[src/pkg/p3io_pkg.sv]
// Package: register map, reset values and field positions of the port three block
package p3io_pkg;
  // Register byte offsets (low 16 bits of haddr)
  localparam logic [15:0] P3IO_FUNC_SEL_OFS  = 16'hFFCA;
  localparam logic [15:0] P3IO_OUT_LATCH_OFS = 16'hFFD6;
  localparam logic [15:0] P3IO_PULLUP_OFS    = 16'hFFE1;
  localparam logic [15:0] P3IO_DIR_OFS       = 16'hFFE6;
  // Values after reset
  localparam logic [7:0]  P3IO_OUT_LATCH_RST = 8'h01;
  localparam logic [7:0]  P3IO_DIR_RST       = 8'h01;
  localparam logic [7:0]  P3IO_PULLUP_RST    = 8'h01;
  localparam logic [7:0]  P3IO_FUNC_SEL_RST  = 8'h39;
  // Function select field positions
  localparam int          P3IO_FS_EVL_BIT    = 7;
  localparam int          P3IO_FS_EVH_BIT    = 6;
  localparam int          P3IO_FS_TMH_BIT    = 2;
  localparam int          P3IO_FS_TML_BIT    = 1;
  // Writable bits of the function select register, others fixed at one
  localparam logic [7:0]  P3IO_FS_WMASK      = 8'hC6;
  // Writable pin bits of the latch, direction and pull-up registers
  localparam logic [7:0]  P3IO_PIN_MASK      = 8'hFE;
  localparam logic [7:0]  P3IO_ALL_ONES      = 8'hFF;
  // AHB transfer type and size codes
  localparam logic [1:0]  P3IO_HTRANS_NONSEQ = 2'h2;
  localparam logic [1:0]  P3IO_HTRANS_SEQ    = 2'h3;
  localparam logic [2:0]  P3IO_HSIZE_WORD    = 3'h2;
endpackage

[src/verilog/p3io_port.sv]
// Port three general-purpose I/O block with function select, AHB-Lite slave
`timescale 1ns/100ps
module p3io_port
  import p3io_pkg::*;
(
  input  wire logic        hclk,
  input  wire logic        hresetn,
  input  wire logic        clk_en,
  input  wire logic        hsel,
  input  wire logic [31:0] haddr,
  input  wire logic [1:0]  htrans,
  input  wire logic        hwrite,
  input  wire logic [2:0]  hsize,
  input  wire logic [31:0] hwdata,
  input  wire logic        hready,
  output logic      [31:0] hrdata,
  output logic             hreadyout,
  output logic             hresp,
  input  wire logic [7:0]  port_three_pin_in,
  output logic      [7:0]  port_three_pin_out,
  output logic      [7:0]  port_three_pin_oe,
  output logic      [7:0]  port_three_pullup_en,
  input  wire logic        timer_compare_high_output,
  input  wire logic        timer_compare_low_output,
  output logic             async_event_low_input,
  output logic             async_event_high_input
);

  ////////////////////////////////////////////////////////////////////////////
  // Register state
  logic [7:0]  out_latch_r;
  logic [7:0]  direction_r;
  logic [7:0]  pullup_r;
  logic [7:0]  func_sel_r;
  logic [7:0]  pin_meta_r;
  logic [7:0]  pin_sync_r;
  logic        wr_pend_r;
  logic [15:0] wr_addr_r;
  logic [31:0] hrdata_nxt;

  // Per-pin results, one bit per port slice
  wire  [7:0]  pin_oe_nxt;
  wire  [7:0]  pin_out_nxt;
  wire  [7:0]  pin_pull_nxt;
  wire  [7:0]  port_rd;

  ////////////////////////////////////////////////////////////////////////////
  // Address phase decode
  // Only the low half of the address is decoded, so the map
  // repeats across the upper address bits
  wire         addr_valid = hsel && hready && (htrans == P3IO_HTRANS_NONSEQ ||
                                               htrans == P3IO_HTRANS_SEQ);
  wire         rd_req     = addr_valid && !hwrite;
  wire         wr_req     = addr_valid && hwrite;
  wire  [15:0] rd_ofs     = haddr[15:0];
  wire  [7:0]  wbyte      = hwdata[7:0];                                   // Upper bytes ignored

  // Read address hits
  wire         rd_hit_latch = rd_req && (rd_ofs == P3IO_OUT_LATCH_OFS);
  wire         rd_hit_dir   = rd_req && (rd_ofs == P3IO_DIR_OFS);
  wire         rd_hit_pull  = rd_req && (rd_ofs == P3IO_PULLUP_OFS);
  wire         rd_hit_func  = rd_req && (rd_ofs == P3IO_FUNC_SEL_OFS);

  // Write data phase strobes, one cycle after the address edge
  wire         wr_latch   = wr_pend_r && (wr_addr_r == P3IO_OUT_LATCH_OFS);
  wire         wr_dir     = wr_pend_r && (wr_addr_r == P3IO_DIR_OFS);
  wire         wr_pull    = wr_pend_r && (wr_addr_r == P3IO_PULLUP_OFS);
  wire         wr_func    = wr_pend_r && (wr_addr_r == P3IO_FUNC_SEL_OFS);

  ////////////////////////////////////////////////////////////////////////////
  // Write values with the reserved bits held at one
  wire  [7:0]  latch_wr_val = (wbyte & P3IO_PIN_MASK) | P3IO_OUT_LATCH_RST;
  wire  [7:0]  dir_wr_val   = (wbyte & P3IO_PIN_MASK) | P3IO_DIR_RST;
  wire  [7:0]  pull_wr_val  = (wbyte & P3IO_PIN_MASK) | P3IO_PULLUP_RST;
  wire  [7:0]  func_wr_val  = (wbyte & P3IO_FS_WMASK) | ~P3IO_FS_WMASK;

  // Next register values; a read right behind a write
  // sees the written byte, not the stale register
  wire  [7:0]  out_latch_nxt = wr_latch ? latch_wr_val : out_latch_r;
  wire  [7:0]  direction_nxt = wr_dir ? dir_wr_val : direction_r;
  wire  [7:0]  pullup_nxt    = wr_pull ? pull_wr_val : pullup_r;
  wire  [7:0]  func_sel_nxt  = wr_func ? func_wr_val : func_sel_r;

  ////////////////////////////////////////////////////////////////////////////
  // Pin function decode
  // Selected timer pins always drive, whatever the direction bit says;
  // selected event pins are always released
  wire  [7:0]  alt_sel    = func_sel_r & P3IO_FS_WMASK;
  wire  [7:0]  gpio_sel   = ~alt_sel & P3IO_PIN_MASK;
  wire  [7:0]  timer_drv  = {5'h00, func_sel_r[P3IO_FS_TMH_BIT],
                             func_sel_r[P3IO_FS_TML_BIT], 1'b0};
  wire  [7:0]  timer_lvl  = {5'h00, timer_compare_high_output,
                             timer_compare_low_output, 1'b0};

  // Event inputs follow the synchronised pin only while selected
  wire         evl_nxt    = func_sel_r[P3IO_FS_EVL_BIT] & pin_sync_r[7];
  wire         evh_nxt    = func_sel_r[P3IO_FS_EVH_BIT] & pin_sync_r[6];

  ////////////////////////////////////////////////////////////////////////////
  // Pin slices; bit 0 has no pin and reads as one
  // Drive and pull-up come from the registers, the level from the latch or the timer lines, the read
  // value from the forwarded registers and the synchronised pin
  genvar gi;
  generate
    for (gi = 0; gi < 8; gi++) begin : g_pin
      if (gi == 0) begin : g_none
        assign pin_oe_nxt[gi]   = 1'b0;
        assign pin_out_nxt[gi]  = 1'b0;
        assign pin_pull_nxt[gi] = 1'b0;
        assign port_rd[gi]      = 1'b1;
      end else begin : g_io
        wire is_gpio = gpio_sel[gi];
        wire is_drv  = direction_r[gi];
        wire alt_drv = timer_drv[gi];
        wire alt_lvl = timer_lvl[gi];
        assign pin_oe_nxt[gi]   = (is_gpio & is_drv) | alt_drv;
        assign pin_out_nxt[gi]  = alt_drv ? alt_lvl : out_latch_r[gi];
        assign pin_pull_nxt[gi] = is_gpio & ~is_drv & pullup_r[gi];
        assign port_rd[gi]      = direction_nxt[gi] ? out_latch_nxt[gi]
                                                    : pin_sync_r[gi];
      end
    end
  endgenerate

  ////////////////////////////////////////////////////////////////////////////
  // Read data mux, unmapped offsets read zero
  // Zero outside reads too, so the data bus idles quiet
  always_comb begin
    hrdata_nxt = 32'h0000_0000;
    if (rd_hit_latch) begin
      hrdata_nxt = {24'h000000, port_rd};
    end else if (rd_hit_dir) begin
      hrdata_nxt = {24'h000000, P3IO_ALL_ONES};
    end else if (rd_hit_pull) begin
      hrdata_nxt = {24'h000000, pullup_nxt};
    end else if (rd_hit_func) begin
      hrdata_nxt = {24'h000000, func_sel_nxt};
    end
  end

  ////////////////////////////////////////////////////////////////////////////
  // Pin synchroniser, first stage; only the second stage reads it
  always_ff @(posedge hclk or negedge hresetn) begin
    if (!hresetn) begin
      pin_meta_r <= 8'h00;
    end else if (clk_en) begin
      pin_meta_r <= port_three_pin_in;
    end
  end

  // Pin synchroniser, second stage
  always_ff @(posedge hclk or negedge hresetn) begin
    if (!hresetn) begin
      pin_sync_r <= 8'h00;
    end else if (clk_en) begin
      pin_sync_r <= pin_meta_r;
    end
  end

  // Write pending flag and its address
  always_ff @(posedge hclk or negedge hresetn) begin
    if (!hresetn) begin
      wr_pend_r <= 1'b0;
      wr_addr_r <= 16'h0000;
    end else if (clk_en) begin
      if (hready) begin
        wr_pend_r <= wr_req;
        wr_addr_r <= haddr[15:0];
      end
    end
  end

  // Read data, held until the next ready edge
  always_ff @(posedge hclk or negedge hresetn) begin
    if (!hresetn) begin
      hrdata <= 32'h0000_0000;
    end else if (clk_en) begin
      if (hready) begin
        hrdata <= hrdata_nxt;
      end
    end
  end

  // Zero wait states
  always_ff @(posedge hclk or negedge hresetn) begin
    if (!hresetn) begin
      hreadyout <= 1'b1;
    end else if (clk_en) begin
      hreadyout <= 1'b1;
    end
  end

  // Response always OKAY
  always_ff @(posedge hclk or negedge hresetn) begin
    if (!hresetn) begin
      hresp <= 1'b0;
    end else if (clk_en) begin
      hresp <= 1'b0;
    end
  end

  ////////////////////////////////////////////////////////////////////////////
  // Register file; bit 0 and reserved bits stay at one
  // Output latch
  always_ff @(posedge hclk or negedge hresetn) begin
    if (!hresetn) begin
      out_latch_r <= P3IO_OUT_LATCH_RST;
    end else if (clk_en) begin
      out_latch_r <= out_latch_nxt;
    end
  end

  // Direction
  always_ff @(posedge hclk or negedge hresetn) begin
    if (!hresetn) begin
      direction_r <= P3IO_DIR_RST;
    end else if (clk_en) begin
      direction_r <= direction_nxt;
    end
  end

  // Pull-up control
  always_ff @(posedge hclk or negedge hresetn) begin
    if (!hresetn) begin
      pullup_r <= P3IO_PULLUP_RST;
    end else if (clk_en) begin
      pullup_r <= pullup_nxt;
    end
  end

  // Function select
  always_ff @(posedge hclk or negedge hresetn) begin
    if (!hresetn) begin
      func_sel_r <= P3IO_FUNC_SEL_RST;
    end else if (clk_en) begin
      func_sel_r <= func_sel_nxt;
    end
  end

  ////////////////////////////////////////////////////////////////////////////
  // Outputs straight from flops, so decode glitches never reach a pin
  // Registered pin levels
  always_ff @(posedge hclk or negedge hresetn) begin
    if (!hresetn) begin
      port_three_pin_out <= 8'h00;
    end else if (clk_en) begin
      port_three_pin_out <= pin_out_nxt;
    end
  end

  // Registered output enables
  always_ff @(posedge hclk or negedge hresetn) begin
    if (!hresetn) begin
      port_three_pin_oe <= 8'h00;
    end else if (clk_en) begin
      port_three_pin_oe <= pin_oe_nxt;
    end
  end

  // Registered pull-up enables
  always_ff @(posedge hclk or negedge hresetn) begin
    if (!hresetn) begin
      port_three_pullup_en <= 8'h00;
    end else if (clk_en) begin
      port_three_pullup_en <= pin_pull_nxt;
    end
  end

  // Low counter event input
  always_ff @(posedge hclk or negedge hresetn) begin
    if (!hresetn) begin
      async_event_low_input <= 1'b0;
    end else if (clk_en) begin
      async_event_low_input <= evl_nxt;
    end
  end

  // High counter event input
  always_ff @(posedge hclk or negedge hresetn) begin
    if (!hresetn) begin
      async_event_high_input <= 1'b0;
    end else if (clk_en) begin
      async_event_high_input <= evh_nxt;
    end
  end

endmodule
[config.mk]
export PLATFORM = sky130hd
export DESIGN_NAME = p3io_port
export DESIGN_NICKNAME = d
export VERILOG_FILES = /design/src/pkg/p3io_pkg.sv /design/src/verilog/p3io_port.sv
export SDC_FILE = /design/constraint.sdc
export NUM_CORES = 1
export LEC_CHECK = 0
export BUFFER_PORTS_ARGS = -buffer_cell sky130_fd_sc_hd__buf_2
export CAP_MARGIN = 20
export CORE_MARGIN = 10
export CORE_UTILIZATION = 53
export CTS_CLUSTER_DIAMETER = 80
export DETAILED_ROUTE_END_ITERATION = 8
export HOLD_SLACK_MARGIN = 0.12
export PLACE_DENSITY = 0.82
export SLEW_MARGIN = 40
export SYNTH_ARGS = -nofsm -noshare
export SYNTH_HDL_FRONTEND = slang
export SYNTH_SLANG_ARGS = --single-unit
[constraint.sdc]
create_clock -name hclk -period 3.5 [get_ports hclk]
set_input_delay 0.875 -clock hclk [delete_from_list [all_inputs] [get_ports hclk]]
set_output_delay 0.875 -clock hclk [all_outputs]
set_load 0.02 [all_outputs]
### Word-level counts from Yosys, hierarchy flattened

Cells that the tools add are included.

* add/subtract/negate cells: 0
* multipliers: 0
* div/mod/pow operators: 0
* $lt $le $gt $ge: 0
* equal/unequal tests: 10
* shift-type cells: 0
* multiplexer cells: 17
* bitwise logic cells: 33
* reductions and logical operators: 15

Operators with widths (number)
* 16-bit == test (second input constant): 8
* 32-bit two-way mux: 3
* 8-bit two-way mux: 5
* 1-bit bitwise AND: 23
* 1-bit logical AND: 12
* 1-bit two-way mux: 9
* 8-bit NOT: 1
* 1-bit NOT: 7
* 2-bit == test (second input constant): 2
* 1-bit OR: 2
* 2-bit AND reduction: 1
* 1-bit zero test: 1
* 1-bit logical OR: 1

* flip-flop bits (word level): 118
* bits in latches: 0
* bits in writable memories: 0
* memory bits (read-only): 0
* output and inout port bits: 60
* logic and storage cells: 89
* memories: 0

### Longest topological paths before layout

* depth in word-level cells: 9
* mapped depth: 7
* depth with buffers taken out: 6

### Least setup slack after synthesis

Ideal clock, no wire load.

* path type: input-to-reg
* start point: input port hwrite
* end point: register hrdata[1]
* library setup time: 82 ps
* arrival: 2363 ps
* slack: 1055 ps
* cell stages on the path: 6
* path buffers: 1
* cells stage by stage: nand4b_1 > nor4_2 > or4bb_1 > clkbuf_1 > a31o_1 > a31oi_1

* word-level cells in the longest chain between the ends: 7

Ends and longest elaborated chain
* from (decl): RTL line p3io_port.sv:12 `input wire logic hwrite,`
* 1-bit zero test *: RTL line p3io_port.sv:53 `wire rd_req = addr_valid && !hwrite;`
* 1-bit logical AND *: RTL line p3io_port.sv:53
* 1-bit logical AND: RTL line p3io_port.sv:62 `wire rd_hit_func = rd_req && (rd_ofs == P3IO_FUNC_SEL_OFS);`
* 8-bit two-way mux: RTL line p3io_port.sv:136 `end else if (rd_hit_func) begin`
* 32-bit two-way mux: RTL line p3io_port.sv:134 `end else if (rd_hit_pull) begin`
* 32-bit two-way mux: RTL line p3io_port.sv:132 `end else if (rd_hit_dir) begin`
* 32-bit two-way mux *: RTL line p3io_port.sv:130 `if (rd_hit_latch) begin`
* to (signal assigned): RTL line p3io_port.sv:179 `hrdata <= hrdata_nxt;`
* to (decl): RTL line p3io_port.sv:16 `output logic [31:0] hrdata,`

Every way passes the cells marked *; elsewhere a longest branch is shown, timed or not.
A chain may end at the register's enable or synchronous reset.

### Worst setup path after layout

Same ends and word-level chain as after synthesis.

==> results.toml <==
[outcome]
outcome = "completed"

[die]
die_area_mm2 = 0.01281
die_h_um = 113.2
die_w_um = 113.2
num_rows = 33
ios = 145
initial_utilization_pct = 55.19
coreArea_mm2 = 0.008341

[sta]
fin_crit_sh_pct = 72.88
max_freq_ghz = 0.3920
slew_headroom_pct = 52.85
tightest_slew_ns = 0.6974
setup_tns_ns = 0
finClkSkew_ns = 0.01001
fin_hold_ws_ns = 0.4987
rsz0062_at_grt = "no"
hold_viol = 0
drv_slew = 0
fin_crit_ns = 2.551
finalSetupViolCount = 0

[run]
drv_cap = 0

[synthesis]
avgSynthCellArea_um2 = 10.78
ys_types = 57
syn_inst = 427
synth_warnings = 0
seq_area_frac_synth_pct = 50.15
synth_seq_cells = 92
ys.flop_type = "dfrtp_1"
synth-edff-count = 0
synth_area_mm2 = 0.004603
async_flop_share_pct = 100.0

[route]
firstDrtPassIters = 5
drc = 0
ant_nets = 0
via_per_inst = 5.784
drt_iter0_markers = 215
vias = 3488
routedWlPerCell_um = 17.99
drt-total-wl_um = 10850

[grt]
grtUsageTotal_pct = 16.42
antenna_found_initial = 0
grt-ovfl-total = 0
met1_usage_pct = 19.54
gr-usage-met2_pct = 26.42
busiest_layer = "met2"
grt_pass1_wl_um = 17240
grt_max_degree = 93
grt_use_met3_pct = 6.762
grt_pass1_vias = 3463

[critical_path]
path_cells = "buf_2, nand4b_1, nor4_2, or4bb_1, a31o_1, a31oi_1"
cp-start-kind = "input pin"
endpoint_kind = "flip-flop"
worstPathRequired_ns = 3.78
worst-path-max-fanout = 8
slowest_delay_ns = 0.74
cp.arrival_ns = 2.83
critPathTopFamily = "simple AND/OR/NAND/NOR gates"
cp_num_buf_inv = 1
crit_slowest_cell = "or4bb_1"
critPathKind = "in2reg"

[worst_hold_path]
hp-class = "reg2reg"

[clock_network]
insertion_delay_ns = 0.36
clk_pin_slew_ns = 0.08
clock_path_buffers = 2
cts_buffers = 9
postCtsHoldBufs = 0
cts_setup_buffers = 0
cts_resized = 0
cts_num_sinks = 92
cts_root_buf = "clkbuf_8"
cts_tree = "yes"
h-tree-depth = 3

[layout]
drive_gt1_share_pct = 30.72
diodes = 0
syn2layout_area_growth_pct = 10.87
nets = 578
final_cell_mix = "dfrtp_1, buf_2, nand2_1"
layout_commonest_cell = "dfrtp_1"

[pwr]
p_leak_uw = 0.002523
powerDensity_mw_per_mm2 = 410.9
worst_ir_drop_vdd_v = 0.0002764

[placement]
numPortBuffers = 69
globalplace.congestion = 0.9432
hpwl_um = 7963
per-layer routing:
metal,up-vias,part of all wire (%)
li1,1593,-
met4,0,1.9
met5,-,0
met3,25,9.5
met2,172,48
met1,1698,41
synthesized netlist by cell type, types with 2 or more instances:
master / n / area [µm²]
clkbuf_1: 12 / 45.04
and4_1: 3 / 26.28
nor3b_2: 2 / 25.02
o21ai_0: 16 / 80.08
dfrtp_1: 87 / 2177
buf_4: 29 / 217.7
conb_1: 2 / 7.510
o211ai_1: 3 / 22.52
nor2b_1: 5 / 31.28
dfstp_2: 5 / 131.4
nand3b_1: 6 / 45.04
or4_1: 2 / 15.01
o21ai_1: 3 / 15.01
mux2i_1: 9 / 90.09
and2_1: 2 / 12.51
o22a_1: 4 / 35.03
mux2_4: 7 / 105.1
inv_1: 14 / 52.55
o2111ai_1: 2 / 17.52
a31oi_1: 11 / 68.82
a22o_1: 5 / 43.79
and3_1: 4 / 25.02
nand4_2: 2 / 25.02
nand2_1: 58 / 217.7
nor4_2: 3 / 37.54
nor4b_1: 2 / 17.52
mux2_2: 41 / 461.7
nor2_1: 17 / 63.81
and3b_1: 2 / 17.52
o21bai_1: 3 / 22.52
a31o_1: 3 / 26.28
nand4_1: 2 / 12.51
o31ai_1: 2 / 15.01
nand3_1: 25 / 125.1
a21oi_1: 8 / 40.04
nand2b_1: 5 / 31.28
cell type report:
cell class | count | area (µm²)
Clock buffer | 11 | 131.4
Clock inverter | 5 | 37.54
Fill cell | 675 | 3237
Inverter | 14 | 52.55
Multi-Input combinational cell | 305 | 2073
Sequential cell | 92 | 2308
Tap cell | 105 | 131.4
Timing Repair Buffer | 71 | 369.1
sequential cells by signal (all words and copies together), names as in the netlist:
signal,count
port_three_pin_out,7
pin_meta_r,7
direction_r,7
async_event_high_input,1
async_event_low_input,1
wr_pend_r,1
hrdata,8
pullup_r,8
out_latch_r,7
port_three_pin_oe,7
wr_addr_r,16
port_three_pullup_en,7
pin_sync_r,7
func_sel_r,8
through the flow:
stage | std cells | setup slack [ns] | power (µW) | cell area [µm²] | util (%)
final | 603 | 0.9491 | 2097 | 5104 | 61.19
after global routing | 603 | 0.8899 | 2194 | 5104 | 61.19
after CTS | 603 | 1.012 | 2109 | 5094 | 61.07
after detailed placement | 587 | 0.6467 | 1490 | 4925 | 59.05
after global placement | 587 | 0.6866 | 1475 | 4921 | 59.00
after floorplan | 454 | 1.055 | 1394 | 4705 | -
final timing paths:
check / start / end / slack, ns / cells after the start
hold reg to reg: func_sel_r[0] / func_sel_r[0] / 0.50 / 1
max in group asynchronous: hresetn / port_three_pullup_en[5] / 2.45 / 1
setup / recovery: hwrite / hrdata[1] / 0.95 / 6
min in group asynchronous: hresetn / func_sel_r[2] / 0.57 / 1
setup reg to reg: wr_addr_r[9] / pullup_r[7] / 1.05 / 5
hold / removal: func_sel_r[0] / func_sel_r[0] / 0.50 / 1
cells by family after synthesis:
| kind of cell | share of synthesized area, % |
|---|---|
| other cells | 0.1631 |
| mux | 14.27 |
| buf+inv | 7.176 |
| flops | 50.15 |
| simple gates | 18.81 |
| compound gates | 9.432 |
where the power goes:
group	internal, µW	total [µW]	switching [µW]
Clock	261	627	366
Sequential	1130	1190	60.8
Combinational	102	278	177
Note: power is estimated with default switching activity, not from simulation.
